--- src/design/mcc_pkg.sv ---
// constants and types shared by the surface-to-controller encoder
package mcc_pkg;
	// ------------------------------------------------------------
	// message framing
	// ------------------------------------------------------------
	localparam logic [7:0] CC_STATUS = 8'hB0; // control change, channel one
	localparam logic [6:0] CC_BASE_FADER = 7'h00;
	localparam logic [6:0] CC_BASE_KNOB = 7'h10;
	localparam logic [6:0] CC_BASE_CHSEL = 7'h40;
	localparam logic [6:0] CC_BASE_KSEL = 7'h50;
	localparam logic [6:0] VAL_ON = 7'h7F;
	localparam logic [6:0] VAL_OFF = 7'h00;
	// ------------------------------------------------------------
	// surface shape and groups
	// ------------------------------------------------------------
	localparam int NUM_CH = 16;
	localparam int NUM_CTL = 64;
	localparam logic [1:0] GRP_FADER = 2'h0;
	localparam logic [1:0] GRP_KNOB = 2'h1;
	localparam logic [1:0] GRP_CHSEL = 2'h2;
	localparam logic [1:0] GRP_KSEL = 2'h3;
	// ------------------------------------------------------------
	// timing
	// ------------------------------------------------------------
	localparam int CLK_MHZ = 250;
	localparam int TICK_US = 1000; // display timer step, microseconds
	localparam int TICK_CYCLES = CLK_MHZ * TICK_US;
	localparam logic [7:0] DISP_MS = 8'hC8; // momentary value display, ms
	// ------------------------------------------------------------
	// sender states
	// ------------------------------------------------------------
	typedef enum logic [3:0] {
		ST_IDLE = 4'h1,
		ST_STAT = 4'h2,
		ST_NUM = 4'h4,
		ST_VAL = 4'h8
	} mcc_state_t;
endpackage

--- src/design/mcc_encoder.sv ---
// control surface to MIDI control change encoder
// Summary of operation
// send on channel one when layer active
// output only, positions held locally
// faders use controller numbers 0-15
// knobs use controller numbers 16-31
// channel selects use numbers 64-79
// knob selects use numbers 80-95
// fader and knob values span 0-127
// knobs send absolute positions
// latched switches send 127 on, 0 off
// tally lamp lit while switch on
// take captures all held values
// one snapshot, new one replaces old
// restore loads snapshot and transmits it
// refresh retransmits held values unchanged
// swap exchanges fader/knob and select numbers
// moved control briefly shows its value
// three bytes: status, number, value
// press toggles, release sends nothing
`timescale 1ns/10ps
`default_nettype none
module mcc_encoder
	import mcc_pkg::*;
#(
	parameter int TICK_CYC = TICK_CYCLES
) (
	input wire logic I_CLK_SYS,
	input wire logic I_ARST_N,
	input wire logic I_LAYER_ACTIVE,
	input wire logic I_SWAP,
	input wire logic [NUM_CH*7-1:0] I_FADER_POS,
	input wire logic [NUM_CH*7-1:0] I_KNOB_POS,
	input wire logic [NUM_CH-1:0] I_CHSEL_PRESS,
	input wire logic [NUM_CH-1:0] I_KSEL_PRESS,
	input wire logic I_TAKE,
	input wire logic I_RESTORE,
	input wire logic I_REFRESH,
	input wire logic I_TX_READY,
	output logic O_TX_VALID,
	output logic [7:0] O_TX_BYTE,
	output logic [NUM_CH-1:0] O_CHSEL_TALLY,
	output logic [NUM_CH-1:0] O_KSEL_TALLY,
	output logic [NUM_CH-1:0] O_DISP_SHOW,
	output logic [NUM_CH*7-1:0] O_DISP_VALUE
);
	localparam int TW = $clog2(TICK_CYC + 1);

	// ------------------------------------------------------------
	// held surface state and snapshot
	// ------------------------------------------------------------
	logic [6:0] fader [NUM_CH];
	logic [6:0] knob [NUM_CH];
	logic [6:0] fader_prev [NUM_CH];
	logic [6:0] knob_prev [NUM_CH];
	logic [NUM_CH-1:0] chsel;
	logic [NUM_CH-1:0] ksel;
	logic [NUM_CH-1:0] chsel_press_q;
	logic [NUM_CH-1:0] ksel_press_q;
	logic [6:0] snap_fader [NUM_CH];
	logic [6:0] snap_knob [NUM_CH];
	logic [NUM_CH-1:0] snap_chsel;
	logic [NUM_CH-1:0] snap_ksel;
	logic [NUM_CH-1:0] fader_mv;
	logic [NUM_CH-1:0] knob_mv;
	logic [NUM_CH-1:0] chsel_hit;
	logic [NUM_CH-1:0] ksel_hit;

	// movement and press edge detection
	always_comb begin
		for (int i = 0; i < NUM_CH; i++) begin
			fader_mv[i] = I_FADER_POS[i*7 +: 7] != fader_prev[i];
			knob_mv[i] = I_KNOB_POS[i*7 +: 7] != knob_prev[i];
		end
		// only the press edge counts
		chsel_hit = I_CHSEL_PRESS & ~chsel_press_q;
		ksel_hit = I_KSEL_PRESS & ~ksel_press_q;
	end

	// input history for change detection
	always_ff @(posedge I_CLK_SYS or negedge I_ARST_N) begin
		if (!I_ARST_N) begin
			for (int i = 0; i < NUM_CH; i++) begin
				fader_prev[i] <= 7'h00;
				knob_prev[i] <= 7'h00;
			end
			chsel_press_q <= '0;
			ksel_press_q <= '0;
		end else begin
			for (int i = 0; i < NUM_CH; i++) begin
				fader_prev[i] <= I_FADER_POS[i*7 +: 7];
				knob_prev[i] <= I_KNOB_POS[i*7 +: 7];
			end
			chsel_press_q <= I_CHSEL_PRESS;
			ksel_press_q <= I_KSEL_PRESS;
		end
	end

	// held values; a move in the restore cycle beats the restore
	always_ff @(posedge I_CLK_SYS or negedge I_ARST_N) begin
		if (!I_ARST_N) begin
			for (int i = 0; i < NUM_CH; i++) begin
				fader[i] <= 7'h00;
				knob[i] <= 7'h00;
			end
			chsel <= '0;
			ksel <= '0;
		end else begin
			// reload held values from the snapshot
			if (I_RESTORE) begin
				fader <= snap_fader;
				knob <= snap_knob;
				chsel <= snap_chsel;
				ksel <= snap_ksel;
			end
			// held values come from local positions only
			for (int i = 0; i < NUM_CH; i++) begin
				if (fader_mv[i]) begin
					fader[i] <= I_FADER_POS[i*7 +: 7];
				end
				if (knob_mv[i]) begin
					knob[i] <= I_KNOB_POS[i*7 +: 7];
				end
				// each press toggles the latch
				if (chsel_hit[i]) begin
					chsel[i] <= (I_RESTORE ? snap_chsel[i] : chsel[i]) ^ 1'b1;
				end
				if (ksel_hit[i]) begin
					ksel[i] <= (I_RESTORE ? snap_ksel[i] : ksel[i]) ^ 1'b1;
				end
			end
		end
	end

	// single snapshot slot, overwritten by each take
	always_ff @(posedge I_CLK_SYS or negedge I_ARST_N) begin
		if (!I_ARST_N) begin
			for (int i = 0; i < NUM_CH; i++) begin
				snap_fader[i] <= 7'h00;
				snap_knob[i] <= 7'h00;
			end
			snap_chsel <= '0;
			snap_ksel <= '0;
		end else if (I_TAKE) begin
			snap_fader <= fader;
			snap_knob <= knob;
			snap_chsel <= chsel;
			snap_ksel <= ksel;
		end
	end

	// tally lamps follow the latches
	assign O_CHSEL_TALLY = chsel;
	assign O_KSEL_TALLY = ksel;

	// ------------------------------------------------------------
	// pending message flags
	// ------------------------------------------------------------
	logic [NUM_CTL-1:0] pending;
	logic [NUM_CTL-1:0] pend_set;
	logic [NUM_CTL-1:0] pend_clr;
	logic [NUM_CTL-1:0] next_pending;
	logic [5:0] pick;
	mcc_state_t state;
	logic pick_go;

	// one flag per control, index {group, channel}
	always_comb begin
		pend_set = {ksel_hit, chsel_hit, knob_mv, fader_mv};
		// restore and refresh queue every control
		if (I_RESTORE || I_REFRESH) begin
			pend_set = '1;
		end
		pend_clr = '0;
		pend_clr[pick] = pick_go;
		// a new change in the clearing cycle stays queued
		next_pending = (pending & ~pend_clr) | pend_set;
	end

	always_ff @(posedge I_CLK_SYS or negedge I_ARST_N) begin
		if (!I_ARST_N) begin
			pending <= '0;
		end else begin
			pending <= next_pending;
		end
	end

	// lowest pending control goes first
	always_comb begin
		pick = 6'h00;
		for (int i = NUM_CTL - 1; i >= 0; i--) begin
			if (pending[i]) begin
				pick = 6'(i);
			end
		end
	end

	// no new message starts while the layer is inactive; one already started finishes
	assign pick_go = (state == ST_IDLE) && I_LAYER_ACTIVE && (|pending);

	// ------------------------------------------------------------
	// controller number and value
	// ------------------------------------------------------------
	logic [1:0] cur_grp;
	logic [3:0] cur_ch;
	logic [6:0] cur_cc;
	logic [1:0] swap_grp;
	logic [6:0] pick_cc;
	logic [6:0] cur_val;

	// swap flips the low group bit
	always_comb begin
		swap_grp = pick[5:4] ^ {1'b0, I_SWAP};
		// group bases plus channel
		unique case (swap_grp)
			GRP_FADER: pick_cc = CC_BASE_FADER | {3'h0, pick[3:0]};
			GRP_KNOB: pick_cc = CC_BASE_KNOB | {3'h0, pick[3:0]};
			GRP_CHSEL: pick_cc = CC_BASE_CHSEL | {3'h0, pick[3:0]};
			GRP_KSEL: pick_cc = CC_BASE_KSEL | {3'h0, pick[3:0]};
		endcase
	end

	// full range for positions, on/off for latches
	always_comb begin
		unique case (cur_grp)
			GRP_FADER: cur_val = fader[cur_ch];
			GRP_KNOB: cur_val = knob[cur_ch];
			GRP_CHSEL: cur_val = chsel[cur_ch] ? VAL_ON : VAL_OFF;
			GRP_KSEL: cur_val = ksel[cur_ch] ? VAL_ON : VAL_OFF;
		endcase
	end

	// ------------------------------------------------------------
	// byte sender
	// ------------------------------------------------------------
	// status, number, value, each held until taken
	always_ff @(posedge I_CLK_SYS or negedge I_ARST_N) begin
		if (!I_ARST_N) begin
			state <= ST_IDLE;
			O_TX_BYTE <= 8'h00;
			cur_grp <= 2'h0;
			cur_ch <= 4'h0;
			cur_cc <= 7'h00;
		end else begin
			unique case (state)
				ST_IDLE: begin
					if (pick_go) begin
						state <= ST_STAT;
						O_TX_BYTE <= CC_STATUS;
						cur_grp <= pick[5:4];
						cur_ch <= pick[3:0];
						cur_cc <= pick_cc;
					end
				end
				ST_STAT: begin
					if (I_TX_READY) begin
						state <= ST_NUM;
						O_TX_BYTE <= {1'b0, cur_cc};
					end
				end
				ST_NUM: begin
					// value sampled late so the newest position goes out
					if (I_TX_READY) begin
						state <= ST_VAL;
						O_TX_BYTE <= {1'b0, cur_val};
					end
				end
				ST_VAL: begin
					if (I_TX_READY) begin
						state <= ST_IDLE;
					end
				end
				default: begin
					state <= ST_IDLE;
				end
			endcase
		end
	end

	assign O_TX_VALID = state != ST_IDLE;

	// ------------------------------------------------------------
	// momentary value display
	// ------------------------------------------------------------
	logic [TW-1:0] tick_cnt;
	logic tick;
	logic [7:0] disp_tmr [NUM_CH];

	// millisecond enable for the display timers
	always_ff @(posedge I_CLK_SYS or negedge I_ARST_N) begin
		if (!I_ARST_N) begin
			tick_cnt <= '0;
			tick <= 1'b0;
		end else begin
			tick <= tick_cnt == TW'(TICK_CYC - 1);
			tick_cnt <= (tick_cnt == TW'(TICK_CYC - 1)) ? '0 : tick_cnt + 1'b1;
		end
	end

	// a move restarts the channel's display timer
	always_ff @(posedge I_CLK_SYS or negedge I_ARST_N) begin
		if (!I_ARST_N) begin
			for (int i = 0; i < NUM_CH; i++) begin
				disp_tmr[i] <= 8'h00;
				O_DISP_VALUE[i*7 +: 7] <= 7'h00;
			end
		end else begin
			for (int i = 0; i < NUM_CH; i++) begin
				if (fader_mv[i] || knob_mv[i]) begin
					disp_tmr[i] <= DISP_MS;
					O_DISP_VALUE[i*7 +: 7] <= knob_mv[i] ? I_KNOB_POS[i*7 +: 7] : I_FADER_POS[i*7 +: 7];
				end else if (tick && disp_tmr[i] != 8'h00) begin
					disp_tmr[i] <= disp_tmr[i] - 8'h01;
				end
			end
		end
	end

	// label returns when the timer runs out
	always_comb begin
		for (int i = 0; i < NUM_CH; i++) begin
			O_DISP_SHOW[i] = disp_tmr[i] != 8'h00;
		end
	end
endmodule
`default_nettype wire

--- config.mk ---
export PLATFORM = sky130hd
export DESIGN_NAME = mcc_encoder
export DESIGN_NICKNAME = d
export VERILOG_FILES = /design/src/design/mcc_pkg.sv /design/src/design/mcc_encoder.sv
export SDC_FILE = /design/constraint.sdc
export NUM_CORES = 2
export LEC_CHECK = 0
export BUFFER_PORTS_ARGS = -buffer_cell sky130_fd_sc_hd__buf_2
export CAP_MARGIN = 0
export CORE_MARGIN = 10
export CORE_UTILIZATION = 37
export CTS_CLUSTER_SIZE = 25
export DETAILED_ROUTE_END_ITERATION = 12
export GPL_ROUTABILITY_DRIVEN = 0
export GPL_TIMING_DRIVEN = 0
export PLACE_DENSITY = 0.51
export REMOVE_ABC_BUFFERS = 1
export SYNTH_ARGS = -nofsm -noshare
export SYNTH_HDL_FRONTEND = slang
export SYNTH_SLANG_ARGS = --single-unit
--- constraint.sdc ---
create_clock -name I_CLK_SYS -period 3.4 [get_ports I_CLK_SYS]
set_clock_uncertainty 0.05 [all_clocks]
set_input_delay 0.34 -clock I_CLK_SYS [delete_from_list [all_inputs] [get_ports I_CLK_SYS]]
set_output_delay 0.34 -clock I_CLK_SYS [all_outputs]
set_load 0.005 [all_outputs]
==> out/summary.json <==
{
  "clock_latency_ps": 780,
  "clkSinkCount": 1110,
  "grt_usage_pct": 19.69,
  "netlist_instances": 3966,
  "max_cap_viol_count": 0,
  "final_hold_viol_count": 0,
  "buffer_depth_of_the_longest_clock_path": 3,
  "count_of_endpoints_failing_setup_in_the_final_report": 0,
  "postSynthRegisterBits": 1110,
  "timing.slew.headroom_pct": 23.68,
  "critical_path.cell_chain": "or4_4 > or3_1 > a21oi_1 > o21ai_1 > and2_1 > nor2_4 > a41oi_1",
  "wire_per_inst_um": 22.11,
  "ys_dominant_reg_cell": "sky130_fd_sc_hd__dfrtp_1",
  "stdcell_count": 6564,
  "cts.clk_slew.worst_paths_ps": 60,
  "grt_overflow": 0,
  "critical_path_peak_fanout": 18,
  "number_of_rows_created_at_floorplan": 132,
  "pin_count_of_the_biggest_net_entering_global_routing": 159,
  "layout.cells.most_common_list": "sky130_fd_sc_hd__dfrtp_1 (1106), sky130_fd_sc_hd__buf_2 (429), sky130_fd_sc_hd__a21oi_1 (378)",
  "cts-buffers-inserted": 131,
  "crit_start": "pending[23]",
  "slew_at_the_pin_closest_to_its_max_slew_limit_ps": 1136,
  "power_per_cell_area_nw_per_um2": 548.7,
  "r2r-start": "pending[23]",
  "synth-async-reset-ratio_pct": 100.0,
  "number_of_synthesized_flops_with_an_enable_pin": 0,
  "antenna_left": 0,
  "cpLargestDelayFamily": "simple AND/OR/NAND/NOR gates",
  "vias": 33321,
  "timing.critical_path.from_type": "flop",
  "dp.cells": 6073,
  "yosysWarningCount": 0,
  "detailed_place_hpwl_um": 103800,
  "drive_above_1_share_pct": 23.47,
  "viasPerCell": 5.076,
  "synth.cell_area_um2": 48480,
  "areaGrowthSynthToFinish_pct": 25.18,
  "buf_inv_on_cp": 0,
  "min_period_over_period_pct": 96.40,
  "drc": 0,
  "drt_wl_total_um": 145100,
  "initial_utilization_pct": 37.35,
  "holdCritPathClass": "primary input to async pin",
  "via_count_of_the_first_global_routing_pass": 34920,
  "h-tree-depth": 4,
  "die_area_um2": 145900,
  "post-route-worst-setup-slack_ps": 122.3,
  "ctsRootBufferMaster": "sky130_fd_sc_hd__clkbuf_16",
  "die_width_um": 382.0,
  "timing.critical_path.slowest_cell_delay_ps": 610,
  "synth-seq-area-share_pct": 57.29,
  "yosys.cell_types.count": 68,
  "portBuffers": 432,
  "floorplan.die.height_um": 382.0,
  "run_status": "finished, final reports clean",
  "r2r_cells": 7,
  "post-place-ws_ps": -681.6,
  "post-route-min-period_ps": 3278,
  "num-nets-final": 5023,
  "power.static_leakage_uw": 0.02488,
  "crit_path_end_kind": "flop",
  "drt-initial-drc-count": 2072,
  "crit_arrival_ps": 3810,
  "ioPinCount": 433,
  "timing.rr.end": "pending[8]",
  "grt_setup_unrepaired": "false",
  "drt_pre_antenna_iters": 4,
  "timing.final.max_slew_violations": 0,
  "worst-endpoint-required_ps": 3930,
  "grt_first_pass_wirelength_um": 222200,
  "max_freq_mhz": 305.1,
  "cpMaxStageDelayCell": "sky130_fd_sc_hd__or4_4",
  "synth.avg_cell_area_um2": 12.22,
  "timing.setup.critical_path_class": "flop to flop",
  "worst_vdd_ir_v": 0.0005468,
  "cts_tree": "yes",
  "setup.reg_to_reg.worst_slack_ps": 120,
  "antenna_found_initial": 7,
  "final_common_cell": "sky130_fd_sc_hd__dfrtp_1",
  "core-area_um2": 129800
}
==> metal layers <==
metal	global-route usage, %	vias up	wire length [um]
met3	4.334	193	6746
met5	0	-	41
met1	26.01	16814	65130
met4	5.858	6	3520
li1	-	15687	-
met2	32.27	621	69660
==> through the flow <==
step	setup TNS, ps	total power (uW)	area [um2]	utilization, %	hold WS [ps]
after global placement	-	19220	52090	40.12	407.9
after floorplan	-20000	17110	47750	-	-5.591
after detailed placement	-24610	19190	53680	41.35	309.3
final	0	33300	60690	46.75	85.61
after global routing	0	34820	60680	46.75	45.77
after CTS	0	33830	60670	46.73	23.25
==> how the worst max path moves through the flow <==
| stage | end | slack (ps) | cells past startpoint |
|---|---|---|---|
| 2_1_floorplan | O_TX_BYTE[4] | -850 | 7 |
| 3_3_place_gp | disp_tmr[64] | -23600 | 1 |
| 3_5_place_dp | pending[20] | -680 | 7 |
| 4_1_cts | pending[21] | 20 | 7 |
| 5_1_grt | pending[22] | 20 | 6 |
| 6_report | pending[8] | 120 | 7 |
==> cells in the mapped netlist, types with 22 or more instances <==
library cell / n / area (um2)
sky130_fd_sc_hd__nand4_1: 37 / 231.5
sky130_fd_sc_hd__nor2b_1: 37 / 231.5
sky130_fd_sc_hd__or3_1: 43 / 269.0
sky130_fd_sc_hd__a211oi_1: 22 / 165.2
sky130_fd_sc_hd__a21oi_1: 378 / 1892
sky130_fd_sc_hd__nand2_1: 100 / 375.4
sky130_fd_sc_hd__xor2_1: 123 / 1077
sky130_fd_sc_hd__mux4_2: 64 / 1441
sky130_fd_sc_hd__ha_1: 33 / 412.9
sky130_fd_sc_hd__o21ai_0: 44 / 220.2
sky130_fd_sc_hd__dfrtp_1: 1109 / 27750
sky130_fd_sc_hd__inv_1: 56 / 210.2
sky130_fd_sc_hd__clkbuf_1: 157 / 589.3
sky130_fd_sc_hd__xnor2_1: 230 / 2014
sky130_fd_sc_hd__mux2i_1: 361 / 3613
sky130_fd_sc_hd__and2_1: 37 / 231.5
sky130_fd_sc_hd__nor4_1: 75 / 469.2
sky130_fd_sc_hd__nand3_1: 48 / 240.2
sky130_fd_sc_hd__or4_1: 28 / 210.2
sky130_fd_sc_hd__mux2_2: 257 / 2894
sky130_fd_sc_hd__nor3_1: 92 / 460.4
sky130_fd_sc_hd__nor2_1: 374 / 1404
==> worst reg2reg max path, stage by stage, from the launching register on <==
cell and delay, ps:
sky130_fd_sc_hd__dfrtp_1 450, sky130_fd_sc_hd__or4_4 610, sky130_fd_sc_hd__or3_1 390, sky130_fd_sc_hd__a21oi_1 230, sky130_fd_sc_hd__o21ai_1 150, sky130_fd_sc_hd__and2_1 550
sky130_fd_sc_hd__nor2_4 500, sky130_fd_sc_hd__a41oi_1 170
==> sequential cells by signal, indices dropped and copies added (netlist names), 16 cells and up <==
signal         count
ksel_press_q      16
chsel_press_q     16
snap_chsel        16
fader            112
knob             112
pending           64
O_KSEL_TALLY      16
snap_fader       112
knob_prev        112
fader_prev       112
O_CHSEL_TALLY     16
tick_cnt          18
snap_knob        112
disp_tmr         128
snap_ksel         16
O_DISP_VALUE     112
==> layout make-up <==
cell class,instances,area [um2]
sequential,1110,27790
clock inverter,37,649.4
clock buffer,188,3702
fill,11969,69120
antenna,4,10.01
tap,1742,2180
inverter,56,210.2
timing repair buffer,810,6143
multi-input combinational,2617,20010
==> logic make-up (layout without fill, tap and decap cells) <==
family,after synthesis,count (layout),share of synthesized area (%)
AOI/OAI and AO/OA,593,593,7.141
xor gates and xnor gates,353,353,6.377
other,0,4,0
adders and majority gates,33,33,0.8516
buffers and inverters,239,1091,1.956
DFF,1110,1110,57.29
and+or+nand+nor,956,956,9.987
muxes,682,682,16.39
==> power by group <==
group | switching [uW] | internal, uW | leakage, uW | total [uW]
sequential | 754 | 14400 | 0.0128 | 15100
combinational | 2070 | 1910 | 0.00993 | 3980
clock | 5910 | 8280 | 0.00211 | 14200
total | 8730 | 24600 | 0.0249 | 33300
==> what timing repair did <==
action                     CTS  global route
gates resized for setup      6             2
pin swaps                    1             0
hold buffers               259             1
setup endpoints to repair   43            11
setup buffers                2             0
hold endpoints to repair   740             6
Power figures use the tool's default switching activity.
